### src/shared/line_regs_pkg.sv
// Constants, types and register map for the quad line control register group.
package line_regs_pkg;

  localparam int CHANNELS = 4;
  localparam int ADDR_W = 8;
  localparam int DATA_W = 8;

  // Register offsets; the top three address bits are not decoded.
  localparam logic [4:0] ANALOG_LOOP_OFS = 5'h01;
  localparam logic [4:0] REMOTE_LOOP_OFS = 5'h02;
  localparam logic [4:0] ALL_ONES_OFS = 5'h03;
  localparam logic [4:0] LOSS_STATUS_OFS = 5'h04;
  localparam logic [4:0] FAULT_STATUS_OFS = 5'h05;
  localparam logic [4:0] LOSS_IRQ_EN_OFS = 5'h06;
  localparam logic [4:0] FAULT_IRQ_EN_OFS = 5'h07;
  localparam logic [4:0] LOSS_CHANGE_OFS = 5'h08;
  localparam logic [4:0] FAULT_CHANGE_OFS = 5'h09;
  localparam logic [4:0] SOFT_RESET_OFS = 5'h0A;
  localparam int OFS_W = 5;

  // Field layout: the per-channel bits sit in bits 3..0.
  localparam int CHAN_LSB = 0;
  localparam int CHAN_MSB = 3;

  // Reset values.
  localparam logic [7:0] REG_RESET = 8'h00;
  localparam logic [3:0] CHAN_RESET = 4'h0;
  localparam logic [7:0] UNMAPPED_READ = 8'h00;

  // Timing: clock period and the soft reset lengths.
  localparam int CLOCK_PERIOD_NS = 50;
  localparam int SOFT_RESET_NS = 1000;
  localparam int SOFT_RESET_LONG_NS = 2000;
  localparam int SOFT_RESET_CYCLES =
    (SOFT_RESET_NS + CLOCK_PERIOD_NS - 1) / CLOCK_PERIOD_NS;
  localparam int SOFT_RESET_LONG_CYCLES =
    (SOFT_RESET_LONG_NS + CLOCK_PERIOD_NS - 1) / CLOCK_PERIOD_NS;
  localparam int RESET_CNT_W = 6;

  // Synchronised pin levels: four loss, four short, five straps, host mode.
  localparam int SYNC_BITS = 2 * CHANNELS + 6;

  // One host register access, as presented by the host port logic.
  typedef struct packed {
    logic wr;
    logic rd;
    logic [ADDR_W-1:0] addr;
    logic [DATA_W-1:0] wdata;
  } host_req_s;

  // Clocking and supply straps seen by the transmit side.
  typedef struct packed {
    logic ref_clock_present;
    logic ref_clock_high;
    logic transmit_clock_high;
    logic t1_mode;
    logic transmit_supply_3v3;
  } line_cfg_s;

  // Soft reset sequencer states.
  typedef enum logic {
    RUN,
    IN_RESET
  } reset_state_e;

endpackage

### src/hdl/pin_sync.sv
// Three-stage pin synchroniser with agreement filter, one lane per bit.
`timescale 1ns/1ps
module pin_sync
  import line_regs_pkg::*;
#(
  parameter int WIDTH = SYNC_BITS
) (
  input wire logic clock,
  input wire logic rst_n,
  input wire logic ce,
  input wire logic [WIDTH-1:0] pin_in,
  output logic [WIDTH-1:0] level
);

  //////////////////////////////////////////////////////////////////////////
  // The first stage feeds only the second; a change counts once the
  // second and third stages agree, which rejects a one-cycle glitch.
  for (genvar i = 0; i < WIDTH; i++) begin : lane
    logic first;
    logic second;
    logic third;
    wire agree = (second == third);
    always_ff @(posedge clock) begin
      if (!rst_n) begin
        first <= 1'b0;
        second <= 1'b0;
        third <= 1'b0;
        level[i] <= 1'b0;
      end else if (ce) begin
        first <= pin_in[i];
        second <= first;
        third <= second;
        if (agree) begin
          level[i] <= third;
        end
      end
    end
  end

endmodule

### src/hdl/quad_line_control_status_regs.sv
// Control and status registers of a four-channel line transceiver.
// Notes on behaviour
// - Analog loopback bits 3..0 enable each channel's local loopback.
// - Remote loopback bits 3..0 enable each channel's remote loopback.
// - A set all-ones enable bit sends continuous marks on that channel.
// - After reset all-ones enable, loss and fault status are all zero.
// - Loss status bit follows a valid loss-of-signal detection per channel.
// - Any loss status change, either direction, raises an interrupt event.
// - One read clears every pending loss change flag at once.
// - Fault status bit follows a valid driver short circuit per channel.
// - Fault detection only works in T1 mode with a 3.3V transmit supply.
// - One read clears every pending fault change flag at once.
// - Loss interrupt forwarded only when its enable bit is one.
// - Fault interrupt forwarded only when its enable bit is one.
// - Both interrupt enable registers reset to zero.
// - All-ones timing uses the reference clock, else the transmit clock.
// - No all-ones output when reference and transmit clocks are both high.
// - Loss change flag sets when loss status changed since last clear.
// - Fault change flag sets when fault status changed since last clear.
// - Any write to soft reset register starts a 1 us reset cycle.
// - In non-multiplexed host mode the reset cycle lasts 2 us.
// - The soft reset cycle returns every register to its default.
`timescale 1ns/1ps
module quad_line_control_status_regs
  import line_regs_pkg::*;
(
  input wire logic clock,
  input wire logic rst_n,
  input wire logic ce,
  input wire host_req_s host_req,
  input wire logic non_mux_host_mode,
  input wire logic [CHANNELS-1:0] loss_detect,
  input wire logic [CHANNELS-1:0] short_detect,
  input wire line_cfg_s line_cfg,
  output logic [DATA_W-1:0] rdata,
  output logic rdata_valid,
  output logic [CHANNELS-1:0] analog_loop_enable,
  output logic [CHANNELS-1:0] remote_loop_enable,
  output logic [CHANNELS-1:0] all_ones_transmit_enable,
  output logic [CHANNELS-1:0] all_ones_use_transmit_clock,
  output logic irq_n,
  output logic soft_reset_busy
);

  //////////////////////////////////////////////////////////////////////////
  // Pin synchronisation of the detector outputs and straps.
  logic [SYNC_BITS-1:0] sync_level;
  logic [CHANNELS-1:0] loss_level;
  logic [CHANNELS-1:0] short_level;
  line_cfg_s cfg;
  logic long_reset_mode;

  pin_sync #(.WIDTH(SYNC_BITS)) u_sync (
    .clock(clock),
    .rst_n(rst_n),
    .ce(ce),
    .pin_in({non_mux_host_mode, line_cfg, short_detect, loss_detect}),
    .level(sync_level)
  );

  // Unpacking of the synchronised levels, in the order of the
  // concatenation above: loss, short, straps, then host mode.
  assign loss_level = sync_level[CHANNELS-1:0];
  assign short_level = sync_level[2*CHANNELS-1:CHANNELS];
  assign cfg = sync_level[SYNC_BITS-2:2*CHANNELS];
  assign long_reset_mode = sync_level[SYNC_BITS-1];

  //////////////////////////////////////////////////////////////////////////
  // Register state.
  logic [DATA_W-1:0] analog_loop;
  logic [DATA_W-1:0] remote_loop;
  logic [DATA_W-1:0] all_ones;
  logic [DATA_W-1:0] loss_irq_en;
  logic [DATA_W-1:0] fault_irq_en;
  logic [DATA_W-1:0] soft_reset_bits;
  logic [CHANNELS-1:0] signal_loss_flag;
  logic [CHANNELS-1:0] driver_fault_flag;
  logic [CHANNELS-1:0] loss_change_flag;
  logic [CHANNELS-1:0] fault_change_flag;
  reset_state_e reset_state;
  logic [RESET_CNT_W-1:0] reset_count;

  //////////////////////////////////////////////////////////////////////////
  // Address decode. Accesses are refused while a soft reset runs, so the
  // registers stay at their defaults for the whole reset cycle.
  wire [OFS_W-1:0] ofs = host_req.addr[OFS_W-1:0];
  wire accept = (reset_state == RUN);
  wire do_wr = host_req.wr && accept;
  wire do_rd = host_req.rd && accept;
  wire wr_analog = do_wr && (ofs == ANALOG_LOOP_OFS);
  wire wr_remote = do_wr && (ofs == REMOTE_LOOP_OFS);
  wire wr_all_ones = do_wr && (ofs == ALL_ONES_OFS);
  wire wr_loss_en = do_wr && (ofs == LOSS_IRQ_EN_OFS);
  wire wr_fault_en = do_wr && (ofs == FAULT_IRQ_EN_OFS);
  wire wr_soft_reset = do_wr && (ofs == SOFT_RESET_OFS);
  wire rd_loss_change = do_rd && (ofs == LOSS_CHANGE_OFS);
  wire rd_fault_change = do_rd && (ofs == FAULT_CHANGE_OFS);

  // Soft reset length depends on the host bus mode.
  wire [RESET_CNT_W-1:0] reset_len = long_reset_mode ?
    RESET_CNT_W'(SOFT_RESET_LONG_CYCLES) : RESET_CNT_W'(SOFT_RESET_CYCLES);
  // The count is loaded with the full length and the cycle ends when it
  // reaches one, so the reset lasts exactly that many enabled clocks.
  wire reset_done = (reset_count == RESET_CNT_W'(1));
  wire regs_clear = !rst_n || (reset_state == IN_RESET);

  //////////////////////////////////////////////////////////////////////////
  // Soft reset sequencer: counts the reset length down, then releases.
  always_ff @(posedge clock) begin
    if (!rst_n) begin
      reset_state <= RUN;
      reset_count <= '0;
    end else if (ce) begin
      case (reset_state)
        RUN: begin
          if (wr_soft_reset) begin
            reset_state <= IN_RESET;
            reset_count <= reset_len;
          end
        end
        IN_RESET: begin
          reset_count <= reset_count - RESET_CNT_W'(1);
          if (reset_done) begin
            reset_state <= RUN;
          end
        end
        default: begin
          reset_state <= RUN;
          reset_count <= '0;
        end
      endcase
    end
  end

  //////////////////////////////////////////////////////////////////////////
  // Writable registers. All eight bits are stored so the host reads back
  // what it wrote, except soft_reset_bits, which is never written and reads zero; only bits 3..0 steer the channels.
  always_ff @(posedge clock) begin
    if (regs_clear) begin
      analog_loop <= REG_RESET;
      remote_loop <= REG_RESET;
      all_ones <= REG_RESET;
      loss_irq_en <= REG_RESET;
      fault_irq_en <= REG_RESET;
      soft_reset_bits <= REG_RESET;
    end else if (ce) begin
      if (wr_analog) begin
        analog_loop <= host_req.wdata;
      end
      if (wr_remote) begin
        remote_loop <= host_req.wdata;
      end
      if (wr_all_ones) begin
        all_ones <= host_req.wdata;
      end
      if (wr_loss_en) begin
        loss_irq_en <= host_req.wdata;
      end
      if (wr_fault_en) begin
        fault_irq_en <= host_req.wdata;
      end
    end
  end

  //////////////////////////////////////////////////////////////////////////
  // Status and change flags. A change seen in the cycle of the clearing
  // read wins over the clear, so no transition is ever lost.
  wire fault_allowed = cfg.t1_mode && cfg.transmit_supply_3v3;
  wire [CHANNELS-1:0] next_loss = loss_level;
  wire [CHANNELS-1:0] next_fault = short_level & {CHANNELS{fault_allowed}};
  wire [CHANNELS-1:0] loss_edge = next_loss ^ signal_loss_flag;
  wire [CHANNELS-1:0] fault_edge = next_fault ^ driver_fault_flag;
  wire [CHANNELS-1:0] next_loss_change =
    (rd_loss_change ? CHAN_RESET : loss_change_flag) | loss_edge;
  wire [CHANNELS-1:0] next_fault_change =
    (rd_fault_change ? CHAN_RESET : fault_change_flag) | fault_edge;

  always_ff @(posedge clock) begin
    if (regs_clear) begin
      signal_loss_flag <= CHAN_RESET;
      driver_fault_flag <= CHAN_RESET;
      loss_change_flag <= CHAN_RESET;
      fault_change_flag <= CHAN_RESET;
    end else if (ce) begin
      signal_loss_flag <= next_loss;
      driver_fault_flag <= next_fault;
      loss_change_flag <= next_loss_change;
      fault_change_flag <= next_fault_change;
    end
  end

  //////////////////////////////////////////////////////////////////////////
  // Read data multiplexer; unmapped offsets read as zero.
  // Reading has no side effect here; the change flags clear in their own
  // process, where a new event can still win over the clear.
  logic [DATA_W-1:0] read_mux;
  always_comb begin
    case (ofs)
      ANALOG_LOOP_OFS: read_mux = analog_loop;
      REMOTE_LOOP_OFS: read_mux = remote_loop;
      ALL_ONES_OFS: read_mux = all_ones;
      LOSS_STATUS_OFS: read_mux = {4'h0, signal_loss_flag};
      FAULT_STATUS_OFS: read_mux = {4'h0, driver_fault_flag};
      LOSS_IRQ_EN_OFS: read_mux = loss_irq_en;
      FAULT_IRQ_EN_OFS: read_mux = fault_irq_en;
      LOSS_CHANGE_OFS: read_mux = {4'h0, loss_change_flag};
      FAULT_CHANGE_OFS: read_mux = {4'h0, fault_change_flag};
      SOFT_RESET_OFS: read_mux = soft_reset_bits;
      default: read_mux = UNMAPPED_READ;
    endcase
  end

  //////////////////////////////////////////////////////////////////////////
  // Channel controls. All-ones output is dropped in data recovery and
  // line driver mode, where there is no clock to time the marks with.
  // Only the choice of timing reference is reported; the marks themselves
  // are made in the transmit path.
  wire driver_mode = cfg.ref_clock_high && cfg.transmit_clock_high;
  wire [CHANNELS-1:0] next_all_ones =
    all_ones[CHAN_MSB:CHAN_LSB] & {CHANNELS{!driver_mode}};
  wire [CHANNELS-1:0] next_use_transmit_clock =
    next_all_ones & {CHANNELS{!cfg.ref_clock_present}};
  wire loss_irq = |(loss_change_flag & loss_irq_en[CHAN_MSB:CHAN_LSB]);
  wire fault_irq = |(fault_change_flag & fault_irq_en[CHAN_MSB:CHAN_LSB]);

  // Registered outputs; the interrupt lags its flags by one cycle.
  always_ff @(posedge clock) begin
    if (!rst_n) begin
      rdata <= REG_RESET;
      rdata_valid <= 1'b0;
      analog_loop_enable <= CHAN_RESET;
      remote_loop_enable <= CHAN_RESET;
      all_ones_transmit_enable <= CHAN_RESET;
      all_ones_use_transmit_clock <= CHAN_RESET;
      irq_n <= 1'b1;
      soft_reset_busy <= 1'b0;
    end else if (ce) begin
      rdata <= do_rd ? read_mux : REG_RESET;
      rdata_valid <= do_rd;
      analog_loop_enable <= analog_loop[CHAN_MSB:CHAN_LSB];
      remote_loop_enable <= remote_loop[CHAN_MSB:CHAN_LSB];
      all_ones_transmit_enable <= next_all_ones;
      all_ones_use_transmit_clock <= next_use_transmit_clock;
      irq_n <= !(loss_irq || fault_irq);
      soft_reset_busy <= (reset_state == IN_RESET);
    end
  end
endmodule

### config.mk
export PLATFORM = sky130hd
export DESIGN_NAME = quad_line_control_status_regs
export DESIGN_NICKNAME = d
export VERILOG_FILES = /design/src/shared/line_regs_pkg.sv /design/src/hdl/pin_sync.sv /design/src/hdl/quad_line_control_status_regs.sv
export SDC_FILE = /design/constraint.sdc
export NUM_CORES = 1
export LEC_CHECK = 0
export BUFFER_PORTS_ARGS = -buffer_cell sky130_fd_sc_hd__buf_2
export CORE_UTILIZATION = 35
export CTS_CLUSTER_DIAMETER = 30
export DETAILED_ROUTE_END_ITERATION = 8
export SLEW_MARGIN = 20
export SYNTH_ARGS = -nofsm -noshare
export SYNTH_HDL_FRONTEND = slang
export SYNTH_SLANG_ARGS = --single-unit
### constraint.sdc
create_clock -name clock -period 4.19 [get_ports clock]
set_clock_uncertainty 0.2 [all_clocks]
set_input_delay 0.419 -clock clock [delete_from_list [all_inputs] [get_ports clock]]
set_output_delay 0.419 -clock clock [all_outputs]
set_load 0.05 [all_outputs]
==> key figures <==
Run status
  • Status: finished, final reports clean

Worst hold path
  • Hold Path Class: input pin to register
  • Hold Crit Start: line_cfg[2]

Setup path
  • Startpoint Class: register
  • CP bufs+invs: 0
  • Worst endpoint required time: 4330 ps
  • Largest stage delay, worst path: 970 ps
  • Worst path cell trace: nand3b_1 -> nor4b_1 -> nand2_1 -> o21ai_0
  • Family with the most delay on the worst path: simple AND/OR/NAND/NOR gates
  • Reg2Reg Depth: 4
  • Critical Path AT: 2600 ps
  • Crit. path cell count: 4
  • Critical Path Source: reset_state
  • Reg2reg setup slack: 1720 ps
  • Crit-path slowest cell: nor4b_1
  • Worst-path fanout max: 14
  • Crit path to: rdata[5]
  • R2r startpoint: reset_state
  • Crit end category: register
  • Critical path type: register to register
  • FF-to-FF End: rdata[5]

Synthesis
  • Yosys warning count: 0
  • Syn Std Cell Area: 6330 sq um
  • Synth top area cells: dfxtp_1 46%, mux2i_1 17%, nor2b_1 6.3%
  • Post-Synth XOR/XNOR Area: 0.01107
  • Compound-Gate Fraction of Synth Area: 0.1214
  • Proportion of synthesized area in mux cells: 0.1813
  • Cells after Synth: 655
  • Ys async rst share: 0
  • Largest area contributor in the synthesized netlist: dfxtp_1
  • Syn Area/Cell: 9.664 sq um
  • Synth Area in Simple Gates: 0.1888
  • Largest family of logic cells by synthesized area: simple AND/OR/NAND/NOR gates
  • Top cell type's share of synthesized area: 0.4618
  • Top FF cell, synth: dfxtp_1
  • Synth top cells by count: 146 x dfxtp_1, 109 x mux2i_1, 68 x nor2_1
  • Mapped Nets: 692
  • Seq/Total Area, Yosys: 0.4618
  • Synth Area in Adders: 0.003953
  • Yosys reg bits: 146
  • Top-count cell post-synth: dfxtp_1
  • Library cells used by synthesis: 51
  • Number of synthesized flops with an enable pin: 0

Layout
  • Nets: 730
  • Post-Layout Cell Count: 930
  • Register Area: 2923 sq um
  • Layout cells sized above 1: 0.1433
  • FILL cells: 1,675
  • Diodes inserted: 0
  • P&R area growth vs syn: 15.58%
  • Area of the multi-input gates: 3213 sq um

Global routing
  • GRT Total Usage: 0.1652
  • Number of global-route vias before repair: 4,680
  • Largest net degree at the start of global routing: 95
  • Congestion Overflow GR: 0
  • Initial antenna violation count: 0
  • First-pass GRT wire length: 23,660 um

Clocking
  • CTS Buf Count: 17
  • CTS Sinks: 146
  • # hold bufs at CTS: 0
  • Post-CTS sizing: 0
  • Register clock-pin slew on the reported worst setup and hold paths: 60 ps
  • Root Buffer: clkbuf_16
  • TritonCTS clock tree: done
  • H-tree levels: 4
  • Maximum buffer depth of the clock tree: 2
  • Clk_lat worst skew: 420 ps
  • Setup Buffers After CTS: 0

Floorplan
  • Core footprint: 17,480 sq um
  • Row count: 48
  • Initial core utilization: 0.3622
  • DIE WIDTH: 136.5 um
  • Full die area: 18,630 sq um
  • Die height: 136.5 um
  • Io pins: 62

Drt
  • Via count: 4,821
  • Final WL: 14,420 um
  • WL/cell: 15.51 um
  • DR iter-0 viols: 289
  • Detailed Routing Iterations Pass 1: 4
  • DRC Markers: 0
  • Vias per cell: 5.184
  • Antenna violation net count after detailed routing: 0

Run
  • Max-Cap Viols: 0

STA
  • Final setup fails: 0
  • Final Hold Viols: 0
  • Period utilisation layout: 0.5886
  • Max-Slew Margin vs Limit: 0.2368
  • Setup WS post-layout: 1724 ps
  • Max Fclk: 0.4055 GHz
  • Count of pins over their slew limit: 0
  • RSZ-0062 raised after global routing: false
  • Post-route minimum period: 2466 ps
  • Slew @ Worst Pin: 1129 ps
  • WHS: 55.15 ps
  • Setup TNS: 0 ps

Power and ir drop
  • Power Dens Cells: 411.2 nW/um^2
  • Leak pwr: 2.856 nW
  • Max IR drop VDD: 0.0003148 V

Place
  • Placed cell count: 899
  • Post-place setup slack: 1573 ps
  • Placer's final routability congestion estimate: 0.8897
  • DP Wirelength: 9682 um
  • Input/output buffers: 58
cell usage in the layout (no fill, tap or decap), drive strengths merged, types with 13 or more instances in the layout:
| cell | n |
|---|---|
| a21boi | 21 |
| o21ai | 27 |
| nand2 | 39 |
| buf | 61 |
| nor2b | 64 |
| nand3 | 13 |
| a22oi | 15 |
| a21o | 14 |
| a21oi | 15 |
| clkbuf | 27 |
| mux2i | 109 |
| nor2 | 68 |
| dfxtp | 146 |
final cells by class:
class / count / area share
Clock inverter: 4 / 0.006499
Multi-Input combinational cell: 462 / 0.4392
Tap cell: 225 / 0.03848
Inverter: 5 / 0.002565
Sequential cell: 146 / 0.3995
Clock buffer: 27 / 0.07012
Timing Repair Buffer: 61 / 0.04361
sequential cells by signal, indices dropped and copies added (netlist names), 6 cells and up:
signal              count
loss_irq_en             8
u_sync.lane.first      14
remote_loop             8
u_sync.lane.second     14
all_ones                8
reset_count             6
u_sync.level           14
rdata                   8
analog_loop             8
u_sync.lane.third      14
fault_irq_en            8
report_power, final:
part           internal (mW)  switching (mW)  total, mW
registers               1.41          0.0127       1.42
clock network          0.890           0.537       1.43
logic                 0.0616          0.0994      0.161
cells by family (layout without fill, tap and decap cells):
kind of cell    count (synthesis)  count (layout)
fa+ha+maj                       2               2
flops                         146             146
mux                           113             113
buf+inv                        47              97
compound gates                115             115
xor+xnor                        8               8
simple gates                  224             224
metal layers:
metal | global-route usage | up-vias | share of wire
li1 | - | 2383 | -
met5 | 0 | - | 0
met2 | 0.2628 | 109 | 0.46
met1 | 0.2106 | 2304 | 0.47
met3 | 0.03840 | 25 | 0.048
met4 | 0.07654 | 0 | 0.023
tightest hold or removal path: stages:
cell,delay (ps)
buf_2,70
mux2i_1,50
nor2b_1,90
through the flow:
| stage | instance area, sq um | utilization | power, mW |
|---|---|---|---|
| final | 7316 | 0.4186 | 3.008 |
| after global routing | 7316 | 0.4186 | 3.129 |
| after CTS | 7307 | 0.4181 | 3.046 |
| after detailed placement | 6746 | 0.3860 | 1.610 |
| after global placement | 6746 | 0.3860 | 1.605 |
| after floorplan | 6330 | - | 1.562 |
how the worst min path moves through the flow:
| stage | end | slack (ps) | depth (start not counted) |
|---|---|---|---|
| after floorplan | reset_count[4] | 240 | 2 |
| after global placement | u_sync.level[12] | 250 | 2 |
| after detailed placement | u_sync.level[12] | 270 | 2 |
| after CTS | u_sync.lane[10].first | 40 | 3 |
| after global routing | u_sync.lane[12].first | 70 | 3 |
| final | u_sync.lane[10].first | 60 | 3 |
(Power assumes the default switching activity.)
